[src/hdl/video_timing_flags_defines.vh]
`ifndef VIDEO_TIMING_FLAGS_DEFINES_VH
`define VIDEO_TIMING_FLAGS_DEFINES_VH

// ==========================================================
// register map (byte offsets)
// ==========================================================
`define OFS_PROCESSING_DISABLE 8'h00
`define OFS_TIMING_STATUS 8'h04

// ==========================================================
// field positions
// ==========================================================
`define BIT_LINE_BLANK_SELECT 0
`define BIT_STAT_LOCK 0
`define BIT_STAT_CARRIER_OK 1
`define BIT_STAT_LINE_BLANK 2
`define BIT_STAT_FRAME_BLANK 3
`define BIT_STAT_FIELD 4

// ==========================================================
// reset values
// ==========================================================
`define RST_LINE_BLANK_SELECT 1'b0

// ==========================================================
// timing reference word layout
// ==========================================================
`define TRS_PREAMBLE_ONES 10'h3ff
`define TRS_PREAMBLE_ZEROS 10'h000
`define TRS_ID_MARK 9
`define TRS_ID_FIELD 8
`define TRS_ID_VBLANK 7
`define TRS_ID_HBLANK 6

// ==========================================================
// timing counts
// ==========================================================
`define TRS_WORDS 3'h4
`define TRS_LOSS_WORDS 8192

`endif
[src/hdl/video_timing_flags.v]
// The strobed register port and the register addresses are this design's own decisions.
`timescale 1ns/100ps
`include "video_timing_flags_defines.vh"

module video_timing_flags #(
  parameter WORD_W = 10,
  parameter ADDR_W = 8,
  parameter DATA_W = 32,
  parameter LOSS_WORDS = `TRS_LOSS_WORDS
) (
  input wire sys_clk,
  input wire nrst,
  input wire [WORD_W-1:0] word_in,
  input wire word_en,
  input wire input_two_carrier_sense,
  input wire [ADDR_W-1:0] addr,
  input wire [DATA_W-1:0] wr_data,
  input wire wr_en,
  input wire rd_en,
  output reg [DATA_W-1:0] rd_data,
  output reg [WORD_W-1:0] data_out,
  output reg data_out_en,
  output reg line_blank,
  output reg frame_blank,
  output reg odd_even_field,
  output reg receiver_lock_out
);

  // ==========================================================
  // address decode
  // ==========================================================
  function is_reg;
    input [ADDR_W-1:0] a;
    input [ADDR_W-1:0] ofs;
    begin
      is_reg = (a == ofs);
    end
  endfunction

  // ==========================================================
  // carrier sense synchroniser
  // ==========================================================
  reg carrier_meta_reg;
  reg carrier_sync_reg;

  always @(posedge sys_clk)
  begin
    if (!nrst)
    begin
      carrier_meta_reg <= 1'b1;
      carrier_sync_reg <= 1'b1;
    end
    else
    begin
      carrier_meta_reg <= input_two_carrier_sense;
      carrier_sync_reg <= carrier_meta_reg;
    end
  end

  // low level means a valid input
  wire carrier_ok = ~carrier_sync_reg;

  // ==========================================================
  // configuration register
  // ==========================================================
  reg line_blank_select_reg;

  always @(posedge sys_clk)
  begin
    if (!nrst)
    begin
      line_blank_select_reg <= `RST_LINE_BLANK_SELECT;
    end
    else if (wr_en && is_reg(addr, `OFS_PROCESSING_DISABLE))
    begin
      line_blank_select_reg <= wr_data[`BIT_LINE_BLANK_SELECT];
    end
  end

  // ==========================================================
  // word pipeline and reference detection
  // ==========================================================
  // three words of delay let the flags change together with the
  // first preamble word on the output, not with the id word
  reg [WORD_W-1:0] stage0_reg;
  reg [WORD_W-1:0] stage1_reg;
  reg [WORD_W-1:0] stage2_reg;

  always @(posedge sys_clk)
  begin
    if (!nrst)
    begin
      stage0_reg <= {WORD_W{1'b0}};
      stage1_reg <= {WORD_W{1'b0}};
      stage2_reg <= {WORD_W{1'b0}};
    end
    else if (word_en)
    begin
      stage0_reg <= word_in;
      stage1_reg <= stage0_reg;
      stage2_reg <= stage1_reg;
    end
  end

  wire trs_found = word_en &&
                   (stage2_reg == `TRS_PREAMBLE_ONES) &&
                   (stage1_reg == `TRS_PREAMBLE_ZEROS) &&
                   (stage0_reg == `TRS_PREAMBLE_ZEROS) &&
                   word_in[`TRS_ID_MARK];
  wire id_hblank = word_in[`TRS_ID_HBLANK];
  wire id_vblank = word_in[`TRS_ID_VBLANK];
  wire id_field = word_in[`TRS_ID_FIELD];

  // ==========================================================
  // timing flag tracking
  // ==========================================================
  reg hblank_words_reg;
  reg hblank_bit_reg;
  reg vblank_bit_reg;
  reg field_bit_reg;
  reg [2:0] sav_tail_reg;

  always @(posedge sys_clk)
  begin
    if (!nrst)
    begin
      hblank_words_reg <= 1'b0;
      hblank_bit_reg <= 1'b0;
      vblank_bit_reg <= 1'b0;
      field_bit_reg <= 1'b0;
      sav_tail_reg <= 3'h0;
    end
    else if (trs_found)
    begin
      // flag taken from the H bit only
      hblank_bit_reg <= id_hblank;
      // vertical flag from the V bit
      vblank_bit_reg <= id_vblank;
      // field one, progressive keep it low
      field_bit_reg <= id_field;
      if (id_hblank)
      begin
        hblank_words_reg <= 1'b1;
        sav_tail_reg <= 3'h0;
      end
      else
      begin
        hblank_words_reg <= 1'b1;
        sav_tail_reg <= `TRS_WORDS;
      end
    end
    else if (word_en && sav_tail_reg != 3'h0)
    begin
      sav_tail_reg <= sav_tail_reg - 3'h1;
      // fall after the start-of-active id word
      if (sav_tail_reg == 3'h1)
      begin
        hblank_words_reg <= 1'b0;
      end
    end
  end

  // ==========================================================
  // lock tracking
  // ==========================================================
  reg trs_seen_reg;
  reg [13:0] loss_cnt_reg;

  // lock needs a live carrier and recent reference words; a
  // stream that stops carrying them drops lock after a while
  always @(posedge sys_clk)
  begin
    if (!nrst)
    begin
      trs_seen_reg <= 1'b0;
      loss_cnt_reg <= 14'h0;
    end
    else if (!carrier_ok)
    begin
      trs_seen_reg <= 1'b0;
      loss_cnt_reg <= 14'h0;
    end
    else if (trs_found)
    begin
      trs_seen_reg <= 1'b1;
      loss_cnt_reg <= 14'h0;
    end
    else if (word_en && trs_seen_reg)
    begin
      if (loss_cnt_reg == LOSS_WORDS[13:0] - 14'h1)
      begin
        trs_seen_reg <= 1'b0;
        loss_cnt_reg <= 14'h0;
      end
      else
      begin
        loss_cnt_reg <= loss_cnt_reg + 14'h1;
      end
    end
  end

  // ==========================================================
  // parallel outputs
  // ==========================================================
  // drop with the first active word
  wire hblank_next = trs_found ? 1'b1 : (sav_tail_reg == 3'h1) ? 1'b0 : hblank_words_reg;
  wire hbit_next = trs_found ? id_hblank : hblank_bit_reg;
  wire vbit_next = trs_found ? id_vblank : vblank_bit_reg;
  wire fbit_next = trs_found ? id_field : field_bit_reg;

  always @(posedge sys_clk)
  begin
    if (!nrst)
    begin
      data_out <= {WORD_W{1'b0}};
      data_out_en <= 1'b0;
      line_blank <= 1'b0;
      frame_blank <= 1'b0;
      odd_even_field <= 1'b0;
      receiver_lock_out <= 1'b0;
    end
    else if (!carrier_ok)
    begin
      data_out <= {WORD_W{1'b0}};
      data_out_en <= 1'b0;
      line_blank <= 1'b0;
      frame_blank <= 1'b0;
      odd_even_field <= 1'b0;
      receiver_lock_out <= 1'b0;
    end
    else
    begin
      receiver_lock_out <= trs_seen_reg | trs_found;
      data_out_en <= word_en;
      if (word_en)
      begin
        data_out <= stage2_reg;
        // flag chosen by the select bit
        line_blank <= line_blank_select_reg ? hbit_next : hblank_next;
        frame_blank <= vbit_next;
        odd_even_field <= fbit_next;
      end
    end
  end

  // ==========================================================
  // register read port
  // ==========================================================
  wire [DATA_W-1:0] status_word =
    ({{(DATA_W-1){1'b0}}, receiver_lock_out} << `BIT_STAT_LOCK) |
    ({{(DATA_W-1){1'b0}}, carrier_ok} << `BIT_STAT_CARRIER_OK) |
    ({{(DATA_W-1){1'b0}}, line_blank} << `BIT_STAT_LINE_BLANK) |
    ({{(DATA_W-1){1'b0}}, frame_blank} << `BIT_STAT_FRAME_BLANK) |
    ({{(DATA_W-1){1'b0}}, odd_even_field} << `BIT_STAT_FIELD);

  wire [DATA_W-1:0] config_word =
    {{(DATA_W-1){1'b0}}, line_blank_select_reg} << `BIT_LINE_BLANK_SELECT;

  // unmapped reads return zero; data stands only for one cycle
  always @(posedge sys_clk)
  begin
    if (!nrst)
    begin
      rd_data <= {DATA_W{1'b0}};
    end
    else if (rd_en && is_reg(addr, `OFS_PROCESSING_DISABLE))
    begin
      rd_data <= config_word;
    end
    else if (rd_en && is_reg(addr, `OFS_TIMING_STATUS))
    begin
      rd_data <= status_word;
    end
    else
    begin
      rd_data <= {DATA_W{1'b0}};
    end
  end

endmodule // video_timing_flags

[config.mk]
export PLATFORM = sky130hd
export DESIGN_NAME = video_timing_flags
export DESIGN_NICKNAME = d
export VERILOG_FILES = /design/src/hdl/video_timing_flags.v
export VERILOG_INCLUDE_DIRS = /design/src /design/src/hdl
export SDC_FILE = /design/constraint.sdc
export NUM_CORES = 1
export LEC_CHECK = 0
export BUFFER_PORTS_ARGS = -buffer_cell sky130_fd_sc_hd__buf_2
export CAP_MARGIN = 5
export CORE_ASPECT_RATIO = 0.5
export CORE_MARGIN = 2
export CORE_UTILIZATION = 35
export CTS_BUF_LIST = sky130_fd_sc_hd__clkbuf_16
export CTS_CLUSTER_SIZE = 30
export DETAILED_ROUTE_END_ITERATION = 6
export SLEW_MARGIN = 20
export SYNTH_ARGS = -nofsm -noshare
export SYNTH_HDL_FRONTEND = slang
export SYNTH_SLANG_ARGS = --single-unit
[constraint.sdc]
create_clock -name sys_clk -period 1.6 [get_ports sys_clk]
set_clock_uncertainty 0.2 [all_clocks]
set_input_delay 0.24 -clock sys_clk [delete_from_list [all_inputs] [get_ports sys_clk]]
set_output_delay 0.24 -clock sys_clk [all_outputs]
set_load 0.005 [all_outputs]
==> results of run 1 <==
[per-layer routing]
| layer | global-route usage [%] | vias up | wire length, um |
|---|---|---|---|
| met5 | 0 | - | 0 |
| met4 | 4.38 | 0 | 95 |
| met3 | 4.61 | 10 | 267 |
| met2 | 24.8 | 57 | 3250 |
| met1 | 17.7 | 1164 | 3250 |
| li1 | - | 1343 | - |
[final cells by class]
type	count	area [sq um]
well taps	117	146
repair buffers	125	891
clock inverters	5	47.5
inverters	6	22.5
fillers	873	4430
multi-input cells	234	1540
clock buffers	9	225
flip-flops and latches	75	1500
[logic make-up (layout without fill, tap and decap cells)]
kind of cell	after synthesis	after routing	synth area share, %
buf+inv	47	145	9.24
mux	42	42	13.1
xor+xnor	9	9	2.46
flops	75	75	46.8
simple gates	120	120	20.1
compound gates	32	32	6.63
other cells	1	27	0.117
fa+ha+maj	4	4	1.56
[worst min-delay path by stage]
stage,start,end,cells after the start
detailed placement,carrier_meta_reg$_SDFF_PN1_,carrier_sync_reg$_SDFF_PN1_,1
CTS,wr_en,line_blank_select_reg$_SDFFE_PN0P_,4
global placement,carrier_meta_reg$_SDFF_PN1_,carrier_sync_reg$_SDFF_PN1_,1
finish,wr_en,line_blank_select_reg$_SDFFE_PN0P_,4
global route,word_en,odd_even_field$_SDFFE_PP0P_,3
floorplan,nrst,carrier_meta_reg$_SDFF_PN1_,1
[report_power, final]
group	switching [mW]	total, mW	internal, mW
Clock	0.698	1.87	1.17
Combinational	0.223	0.471	0.248
Sequential	0.0329	1.96	1.93
[critical path, cell delays in order (launching register included)]
cell and delay [ns]:
dfxtp_1 0.34, nand4_1 0.17, or4_4 0.61, o21ai_4 0.17, buf_12 0.15, a211oi_2 0.05
[through the flow]
step	TNS, ns	util (%)	setup WS (ns)	hold WS (ns)	cells
2_1_floorplan	-2.37	-	-0.158	0.113	356
4_1_cts	-4.14	49.4	-0.204	0.0813	570
5_1_grt	-5.78	49.7	-0.275	0.173	571
3_3_place_gp	-6.34	44.5	-0.227	0.189	541
6_report	-4.39	49.7	-0.216	0.130	571
3_5_place_dp	-6.70	44.5	-0.235	0.197	541
[placed cells by master, fill, tap and decap left out, types with 7 or more instances in the layout]
master         netlist  routed
buf_4               28      64
inv_1                6       7
o21ai_0             10       7
conb_1               1      27
nor3_1              10      10
nand2_1             10      10
a21oi_1              8       8
nand3_1              9       9
dlygate4sd3_1        0      15
clkbuf_16            0       9
dfxtp_1             75      74
buf_2                3      44
mux2i_1             42      42
nor2_1              48      47
[repair_timing]
item / in CTS / in global routing
setup buffers: 0 / 1
gates resized for setup: 3 / 6
pin swaps: 1 / 0
hold buffers: 15 / 0
hold endpoints to repair: 15 / 0
setup endpoints to repair: 26 / 26
==> results.py, run 1 <==
metrics = {
    "synth": {
        "synthTopCellsByArea": "dfxtp_1 47%, mux2i_1 13%, buf_4 6.5%, nor2_1 5.6%, xor2_1 1.6%",
        "syn_area_sq_um": 3210,
        "yosys.area.top_type": "dfxtp_1",
        "synth.distinct_cells": 47,
        "synth_warnings": 0,
        "synth-seq-cells": 75,
        "synth_top_cell_area_share_pct": 46.8,
        "avgSynthCellArea_sq_um": 9.73,
        "synth_edf_count": 0,
        "ys_seq_area_share_pct": 46.8,
        "yosys-top-cells-count": "75 x dfxtp_1, 48 x nor2_1, 42 x mux2i_1",
        "ys.flop_type": "dfxtp_1",
        "syn-instance-count": 330,
        "synth_async_sr_flop_share_pct": 0,
        "synth.most_common_cell": "dfxtp_1",
    },
    "sta": {
        "post-route-period-util_pct": 114,
        "report.final.hold_viol_count": 0,
        "finalSetupViolCount": 24,
        "report.final.slew_viol_count": 0,
        "setup_slack_ns": -0.216,
        "timing.final.crit_period_ns": 1.82,
        "max_freq_ghz": 0.551,
        "rsz0062_at_grt": "yes",
    },
    "detailed_routing": {
        "wl_per_cell_um": 12.0,
        "viasPerCell": 4.51,
        "first_iter_violations": 113,
        "ant_nets": 0,
        "num_vias": 2574,
        "wirelength_um": 6870,
        "drcViolationCount": 0,
        "first_pass_iters": 4,
    },
    "die": {
        "pin_count": 103,
        "rows": 24,
        "core_sq_um": 8800,
        "die_width_um": 139,
        "die_h_um": 71.7,
        "dieArea_sq_um": 10000,
        "initial_core_util_pct": 36.5,
    },
    "power": {
        "vdd_drop_max_v": 0.000552,
        "finalPower_mw": 4.30,
        "leakage_nw": 1.99,
        "power_density_nw_per_um2": 983,
    },
    "layout": {
        "area_growth_pct": 36.3,
        "drive_above_1_share_pct": 30.2,
        "design_area_sq_um": 4370,
        "n_antenna_cell": 0,
        "largest_reg_flops": 14,
        "nNetsFinal": 511,
    },
    "outcome": {
        "violations": "setup timing",
        "status": "finished with violations",
    },
    "critical_path": {
        "worstSetupPathType": "flop to flop",
        "cp-start-kind": "flop",
        "arrival_ns": 1.82,
        "timing.reg2reg.setup_slack_ns": -0.22,
        "r2r_cells": 5,
        "cp-end-kind": "flop",
        "cp.required_ns": 1.60,
        "worstSetupStartpoint": "stage2_reg[1]$_SDFFE_PN0P_",
        "crit_fanout": 14,
        "r2r_end": "loss_cnt_reg[10]$_SDFFE_PP0P_",
        "rr_startpoint": "stage2_reg[1]$_SDFFE_PN0P_",
        "crit_end": "loss_cnt_reg[10]$_SDFFE_PP0P_",
    },
    "clocking": {
        "ctsLongestPathBuffers": 2,
        "cts_tree": "yes",
        "root_buffer": "clkbuf_16",
        "h-tree-depth": 3,
        "numCtsBuffers": 9,
        "clock-sinks": 75,
        "clk_pin_slew_ns": 0.06,
        "insertion_delay_ns": 0.33,
    },
    "grt": {
        "antenna_found_initial": 0,
        "grt_pass1_vias": 2448,
        "grt_max_degree": 26,
        "grt_pass1_wl_um": 11500,
        "track_usage_pct": 14.5,
        "grt.overflow.total": 0,
    },
    "placement": {
        "dp_hpwl_um": 4960,
        "place.gp.congestion": 0.792,
        "dpl_cell_area_sq_um": 3920,
        "place.port_buffers": 44,
    },
    "hold_path": {
        "min-delay-path-class": "input pin to flop",
    },
    "run": {
        "maxCapViolCount": 0,
    },
}
(Power assumes the default switching activity.)
==> inputs of run 2 (changes only) <==
--- a/config.mk
+++ b/config.mk
@@ -11,7 +11,6 @@
 export CORE_ASPECT_RATIO = 0.5
 export CORE_MARGIN = 2
 export CORE_UTILIZATION = 35
-export CTS_BUF_LIST = sky130_fd_sc_hd__clkbuf_16
 export CTS_CLUSTER_SIZE = 30
 export DETAILED_ROUTE_END_ITERATION = 6
 export SLEW_MARGIN = 20
==> run 2 against run 1 <==
Against the previous run: critical endpoint unchanged; utilization up 0.11 points; the run still ends with setup timing left; wire length about the same; first-iteration DRC count up 2.7%; register-to-register slack about the same; non-clock buffer count unchanged; largest power group unchanged; count of clock-buffer cells in the layout up 2; sequential cell count unchanged; total power up 1.3%.
==> results.py, run 2 (synthesized netlist as in run 1, its figures left out) <==
metrics = {
    "outcome": {
        "status": "finished with violations",
        "violations": "setup timing",
    },
    "clocking": {
        "clock-sinks": 75,
        "clk_pin_slew_ns": 0.06,
        "numCtsBuffers": 9,
        "h-tree-depth": 3,
        "root_buffer": "clkbuf_16",
        "insertion_delay_ns": 0.33,
        "cts_tree": "yes",
        "ctsLongestPathBuffers": 2,
    },
    "sta": {
        "report.final.slew_viol_count": 0,
        "finalSetupViolCount": 24,
        "post-route-period-util_pct": 114,
        "max_freq_ghz": 0.550,
        "rsz0062_at_grt": "yes",
        "timing.final.crit_period_ns": 1.82,
        "setup_slack_ns": -0.217,
        "report.final.hold_viol_count": 0,
    },
    "layout": {
        "final_common_cell": "dfxtp_1",
        "area_growth_pct": 36.6,
        "n_antenna_cell": 0,
        "multiInputGateArea_sq_um": 1540,
        "largest_reg_flops": 14,
        "nFillCells": 873,
        "drive_above_1_share_pct": 30.4,
        "postLayoutCoreUtil_pct": 49.8,
        "final_cell_mix": "74 x dfxtp_1, 64 x buf_4, 47 x nor2_1",
        "nNetsFinal": 511,
        "seqCellArea_sq_um": 1500,
    },
    "run": {
        "maxCapViolCount": 0,
    },
    "detailed_routing": {
        "wirelength_um": 6870,
        "num_vias": 2571,
        "first_iter_violations": 116,
        "drcViolationCount": 0,
        "wl_per_cell_um": 12.0,
        "ant_nets": 0,
        "viasPerCell": 4.50,
        "first_pass_iters": 4,
    },
    "critical_path": {
        "worstSetupPathType": "flop to flop",
        "crit_fanout": 14,
        "timing.reg2reg.setup_slack_ns": -0.22,
        "r2r_cells": 5,
        "cp-end-kind": "flop",
        "arrival_ns": 1.82,
        "cp-start-kind": "flop",
        "rr_startpoint": "stage2_reg[1]$_SDFFE_PN0P_",
        "cp.required_ns": 1.60,
        "r2r_end": "loss_cnt_reg[10]$_SDFFE_PP0P_",
    },
    "grt": {
        "grt_max_degree": 26,
        "grt.overflow.total": 0,
        "grt_pass1_wl_um": 11600,
        "antenna_found_initial": 0,
        "track_usage_pct": 14.5,
        "grt_pass1_vias": 2444,
    },
    "hold_path": {
        "min_path_cells": 4,
        "holdCritStartpoint": "wr_en",
        "hold_end": "line_blank_select_reg$_SDFFE_PN0P_",
        "min-delay-path-class": "input pin to flop",
    },
    "power": {
        "power_density_nw_per_um2": 994,
        "finalPower_mw": 4.36,
        "vdd_drop_max_v": 0.000552,
        "leakage_nw": 1.99,
    },
    "die": {
        "core_sq_um": 8800,
        "rows": 24,
        "dieArea_sq_um": 10000,
        "pin_count": 103,
        "die_width_um": 139,
        "die_h_um": 71.7,
        "initial_core_util_pct": 36.5,
    },
    "placement": {
        "place.gp.congestion": 0.792,
        "dp_hpwl_um": 4960,
        "place.port_buffers": 44,
    },
}
[run 2: cell type report]
class                      instances  area share, %
clock buffer                      11           5.54
clock inverter                     3          0.914
inverter                           6          0.514
multi-input combinational        234           35.1
sequential                        75           34.3
tap                              117           3.34
timing repair buffer             125           20.3
[run 2: layer usage]
| layer | global-route usage [%] | wire length, um | up-vias | share of wire, % |
|---|---|---|---|---|
| met1 | 17.7 | 3250 | 1159 | 47 |
| met2 | 24.8 | 3250 | 59 | 47 |
| met3 | 4.61 | 279 | 10 | 4.1 |
| li1 | - | - | 1343 | - |
| met5 | 0 | 0 | - | 0 |
| met4 | 4.38 | 95 | 0 | 1.4 |
[run 2: stage by stage]
stage	TNS (ns)	hold slack, ns	instances	worst slack [ns]	area (sq um)
after global routing	-5.77	0.173	571	-0.275	4380
after global placement	-6.34	0.189	541	-0.227	3920
after CTS	-4.14	0.0813	570	-0.203	4360
after detailed placement	-6.70	0.197	541	-0.235	3920
final	-4.38	0.130	571	-0.217	4380
after floorplan	-2.37	0.113	356	-0.158	3310
[run 2: power by group]
part	switching [mW]	internal, mW	leakage (nW)
sequential	0.0329	1.93	0.608
clock	0.699	1.23	0.141
combinational	0.223	0.248	1.24
[run 2: what timing repair did]
item | CTS | global route
endpoints found under the setup margin | 26 | 26
pin swaps | 1 | 0
resized for setup | 3 | 6
hold buffers | 15 | 0
endpoints found under the hold margin | 15 | 0
buffers inserted | 0 | 1
[run 2: worst max-delay path by stage]
stage / cells after the start / from / endpoint / slack (ns)
finish: 5 / stage2_reg[1]$_SDFFE_PN0P_ / loss_cnt_reg[10]$_SDFFE_PP0P_ / -0.22
global route: 5 / stage1_reg[0]$_SDFFE_PN0P_ / loss_cnt_reg[7]$_SDFFE_PP0P_ / -0.28
CTS: 5 / stage1_reg[0]$_SDFFE_PN0P_ / loss_cnt_reg[10]$_SDFFE_PP0P_ / -0.20
detailed placement: 5 / stage1_reg[1]$_SDFFE_PN0P_ / sav_tail_reg[2]$_SDFFE_PN0P_ / -0.24
global placement: 5 / stage1_reg[1]$_SDFFE_PN0P_ / sav_tail_reg[2]$_SDFFE_PN0P_ / -0.23
floorplan: 5 / stage1_reg[1]$_SDFFE_PN0P_ / loss_cnt_reg[3]$_SDFFE_PP0P_ / -0.16
[run 2: worst max-delay path, cell delays in order (launching register included)]
cell	delay, ns
dfxtp_1	0.34
nand4_1	0.17
or4_4	0.61
o21ai_4	0.17
buf_12	0.15
a211oi_2	0.05
==> inputs of run 3 (changes only) <==
--- a/config.mk
+++ b/config.mk
@@ -17,3 +17,4 @@
 export SYNTH_ARGS = -nofsm -noshare
 export SYNTH_HDL_FRONTEND = slang
 export SYNTH_SLANG_ARGS = --single-unit
+export TNS_END_PERCENT = 5
==> constraint.sdc (replaced) <==
create_clock -name sys_clk -period 2.1 [get_ports sys_clk]
set_clock_uncertainty 0.2 [all_clocks]
set_input_delay 0.315 -clock sys_clk [delete_from_list [all_inputs] [get_ports sys_clk]]
set_output_delay 0.315 -clock sys_clk [all_outputs]
set_load 0.005 [all_outputs]
==> run 3 against run 2 <==
Against the previous run: the run now ends clean; wire length is 11% lower; die area stayed put; hold slack worse by 0.12 ns; count of clock-buffer cells in the layout is 1 higher; sequential power is 23% lower; first-iteration DRC count is 4.3% higher; combinational power is 46% lower; largest cell class unchanged.
==> results.py, run 3 (synthesized netlist as in run 1, its figures left out) <==
metrics = {
    "clocking": {
        "cts_tree": "yes",
        "cts_hold_buf": 1,
        "cts.repair.resized": 0,
        "clk_pin_slew_ns": 0.06,
        "insertion_delay_ns": 0.34,
        "ctsLongestPathBuffers": 2,
        "root_buffer": "clkbuf_16",
        "clock-sinks": 75,
        "numCtsBuffers": 9,
        "postCtsSetupRepairBufs": 0,
        "h-tree-depth": 3,
    },
    "sta": {
        "worst_pin_slew_ns": 0.566,
        "rsz0062_at_grt": "no",
        "worst_slew_margin_rel_pct": 61.9,
        "timing.final.crit_period_ns": 2.00,
        "hold_slack_ns": 0.0142,
        "max_freq_ghz": 0.501,
        "post-route-period-util_pct": 95.1,
        "finalSetupTns_ns": 0,
        "report.final.slew_viol_count": 0,
        "finalSetupViolCount": 0,
        "setup_slack_ns": 0.102,
        "report.final.hold_viol_count": 0,
    },
    "die": {
        "die_h_um": 71.7,
        "rows": 24,
        "pin_count": 103,
        "core_sq_um": 8800,
        "dieArea_sq_um": 10000,
        "initial_core_util_pct": 36.5,
        "die_width_um": 139,
    },
    "detailed_routing": {
        "first_iter_violations": 121,
        "wl_per_cell_um": 12.2,
        "viasPerCell": 4.63,
        "drcViolationCount": 0,
        "first_pass_iters": 4,
        "ant_nets": 0,
        "num_vias": 2336,
        "wirelength_um": 6140,
    },
    "grt": {
        "grt_max_degree": 38,
        "track_usage_pct": 13.1,
        "grt_pass1_wl_um": 10300,
        "grt_pass1_vias": 2169,
        "grt.overflow.total": 0,
        "antenna_found_initial": 0,
    },
    "critical_path": {
        "cp.required_ns": 2.18,
        "crit_chain": "nand4b_1 > or4_4 > nor2_1 > o311a_1",
        "crit_path_max_incr_delay_ns": 0.63,
        "cp-start-kind": "flop",
        "crit_fanout": 6,
        "cp-end-kind": "flop",
        "worstSetupPathType": "flop to flop",
        "arrival_ns": 2.08,
        "crit_slowest_cell": "or4_4",
    },
    "placement": {
        "place_ws_ns": 0.151,
        "dpl_cell_area_sq_um": 3490,
        "placed_cells": 487,
        "place.port_buffers": 44,
        "dp_hpwl_um": 4420,
        "place.gp.congestion": 0.750,
    },
    "layout": {
        "nFillCells": 870,
        "postLayoutCoreUtil_pct": 43.6,
        "final_cell_mix": "75 x dfxtp_1, 48 x nor2_1, 44 x buf_2",
        "design_area_sq_um": 3830,
        "nNetsFinal": 442,
        "final_common_cell": "dfxtp_1",
        "drive_above_1_share_pct": 19.9,
        "largest_reg_flops": 14,
        "area_growth_pct": 19.5,
        "instances_no_fill": 504,
        "n_antenna_cell": 0,
    },
    "power": {
        "finalPower_mw": 3.42,
        "leakage_nw": 1.66,
        "power_density_nw_per_um2": 891,
        "vdd_drop_max_v": 0.000425,
    },
    "run": {
        "maxCapViolCount": 0,
    },
    "hold_path": {
        "min-delay-path-class": "input pin to flop",
    },
    "outcome": {
        "status": "finished clean",
    },
}
[run 3: cell types whose count changed in the layout (fill, tap and decap cells not counted), sizes merged]
cell	before	now
buf	110	55
bufinv	1	2
clkbuf	11	12
clkinv	2	1
clkinvlp	0	1
dlygate4sd3	15	1
[run 3: worst max-delay path: cells and delay by family, from the launching register on]
| family | cells | cell delay [ns] |
|---|---|---|
| AND/OR/NAND/NOR | 3 | 1.20 |
| flip-flops | 1 | 0.32 |
| AO/OA/AOI/OAI | 1 | 0.22 |
[run 3: worst paths after layout]
path                          startpoint                            to  depth (start not counted)  slack (ns)
max           stage1_reg[1]$_SDFFE_PN0P_  sav_tail_reg[2]$_SDFFE_PN0P_                          4        0.10
max reg2reg   stage1_reg[1]$_SDFFE_PN0P_  sav_tail_reg[2]$_SDFFE_PN0P_                          4        0.10
min                                 nrst   carrier_sync_reg$_SDFF_PN1_                          2        0.01
min reg2reg  carrier_meta_reg$_SDFF_PN1_   carrier_sync_reg$_SDFF_PN1_                          1        0.21
[run 3: area by class of cell]
| cell class | instances | area [sq um] | share of cell area [%] |
|---|---|---|---|
| Sequential cell | 75 | 1500 | 39.2 |
| Clock inverter | 4 | 72.6 | 1.89 |
| Tap cell | 117 | 146 | 3.82 |
| Clock buffer | 12 | 256 | 6.69 |
| Inverter | 6 | 22.5 | 0.587 |
| Multi-Input combinational cell | 234 | 1510 | 39.4 |
| Timing Repair Buffer | 56 | 325 | 8.49 |
[run 3: power by group]
group,switching (mW),internal [mW]
registers,0.0284,1.47
logic,0.142,0.114
clock network,0.563,1.10
total,0.733,2.68
[run 3: layer usage]
| metal | up-vias | routed length, um | track usage, % |
|---|---|---|---|
| met5 | - | 0 | 0 |
| met4 | 0 | 104 | 5.72 |
| met3 | 9 | 337 | 5.15 |
| met2 | 58 | 2790 | 21.0 |
| met1 | 1066 | 2910 | 15.9 |
| li1 | 1203 | - | - |
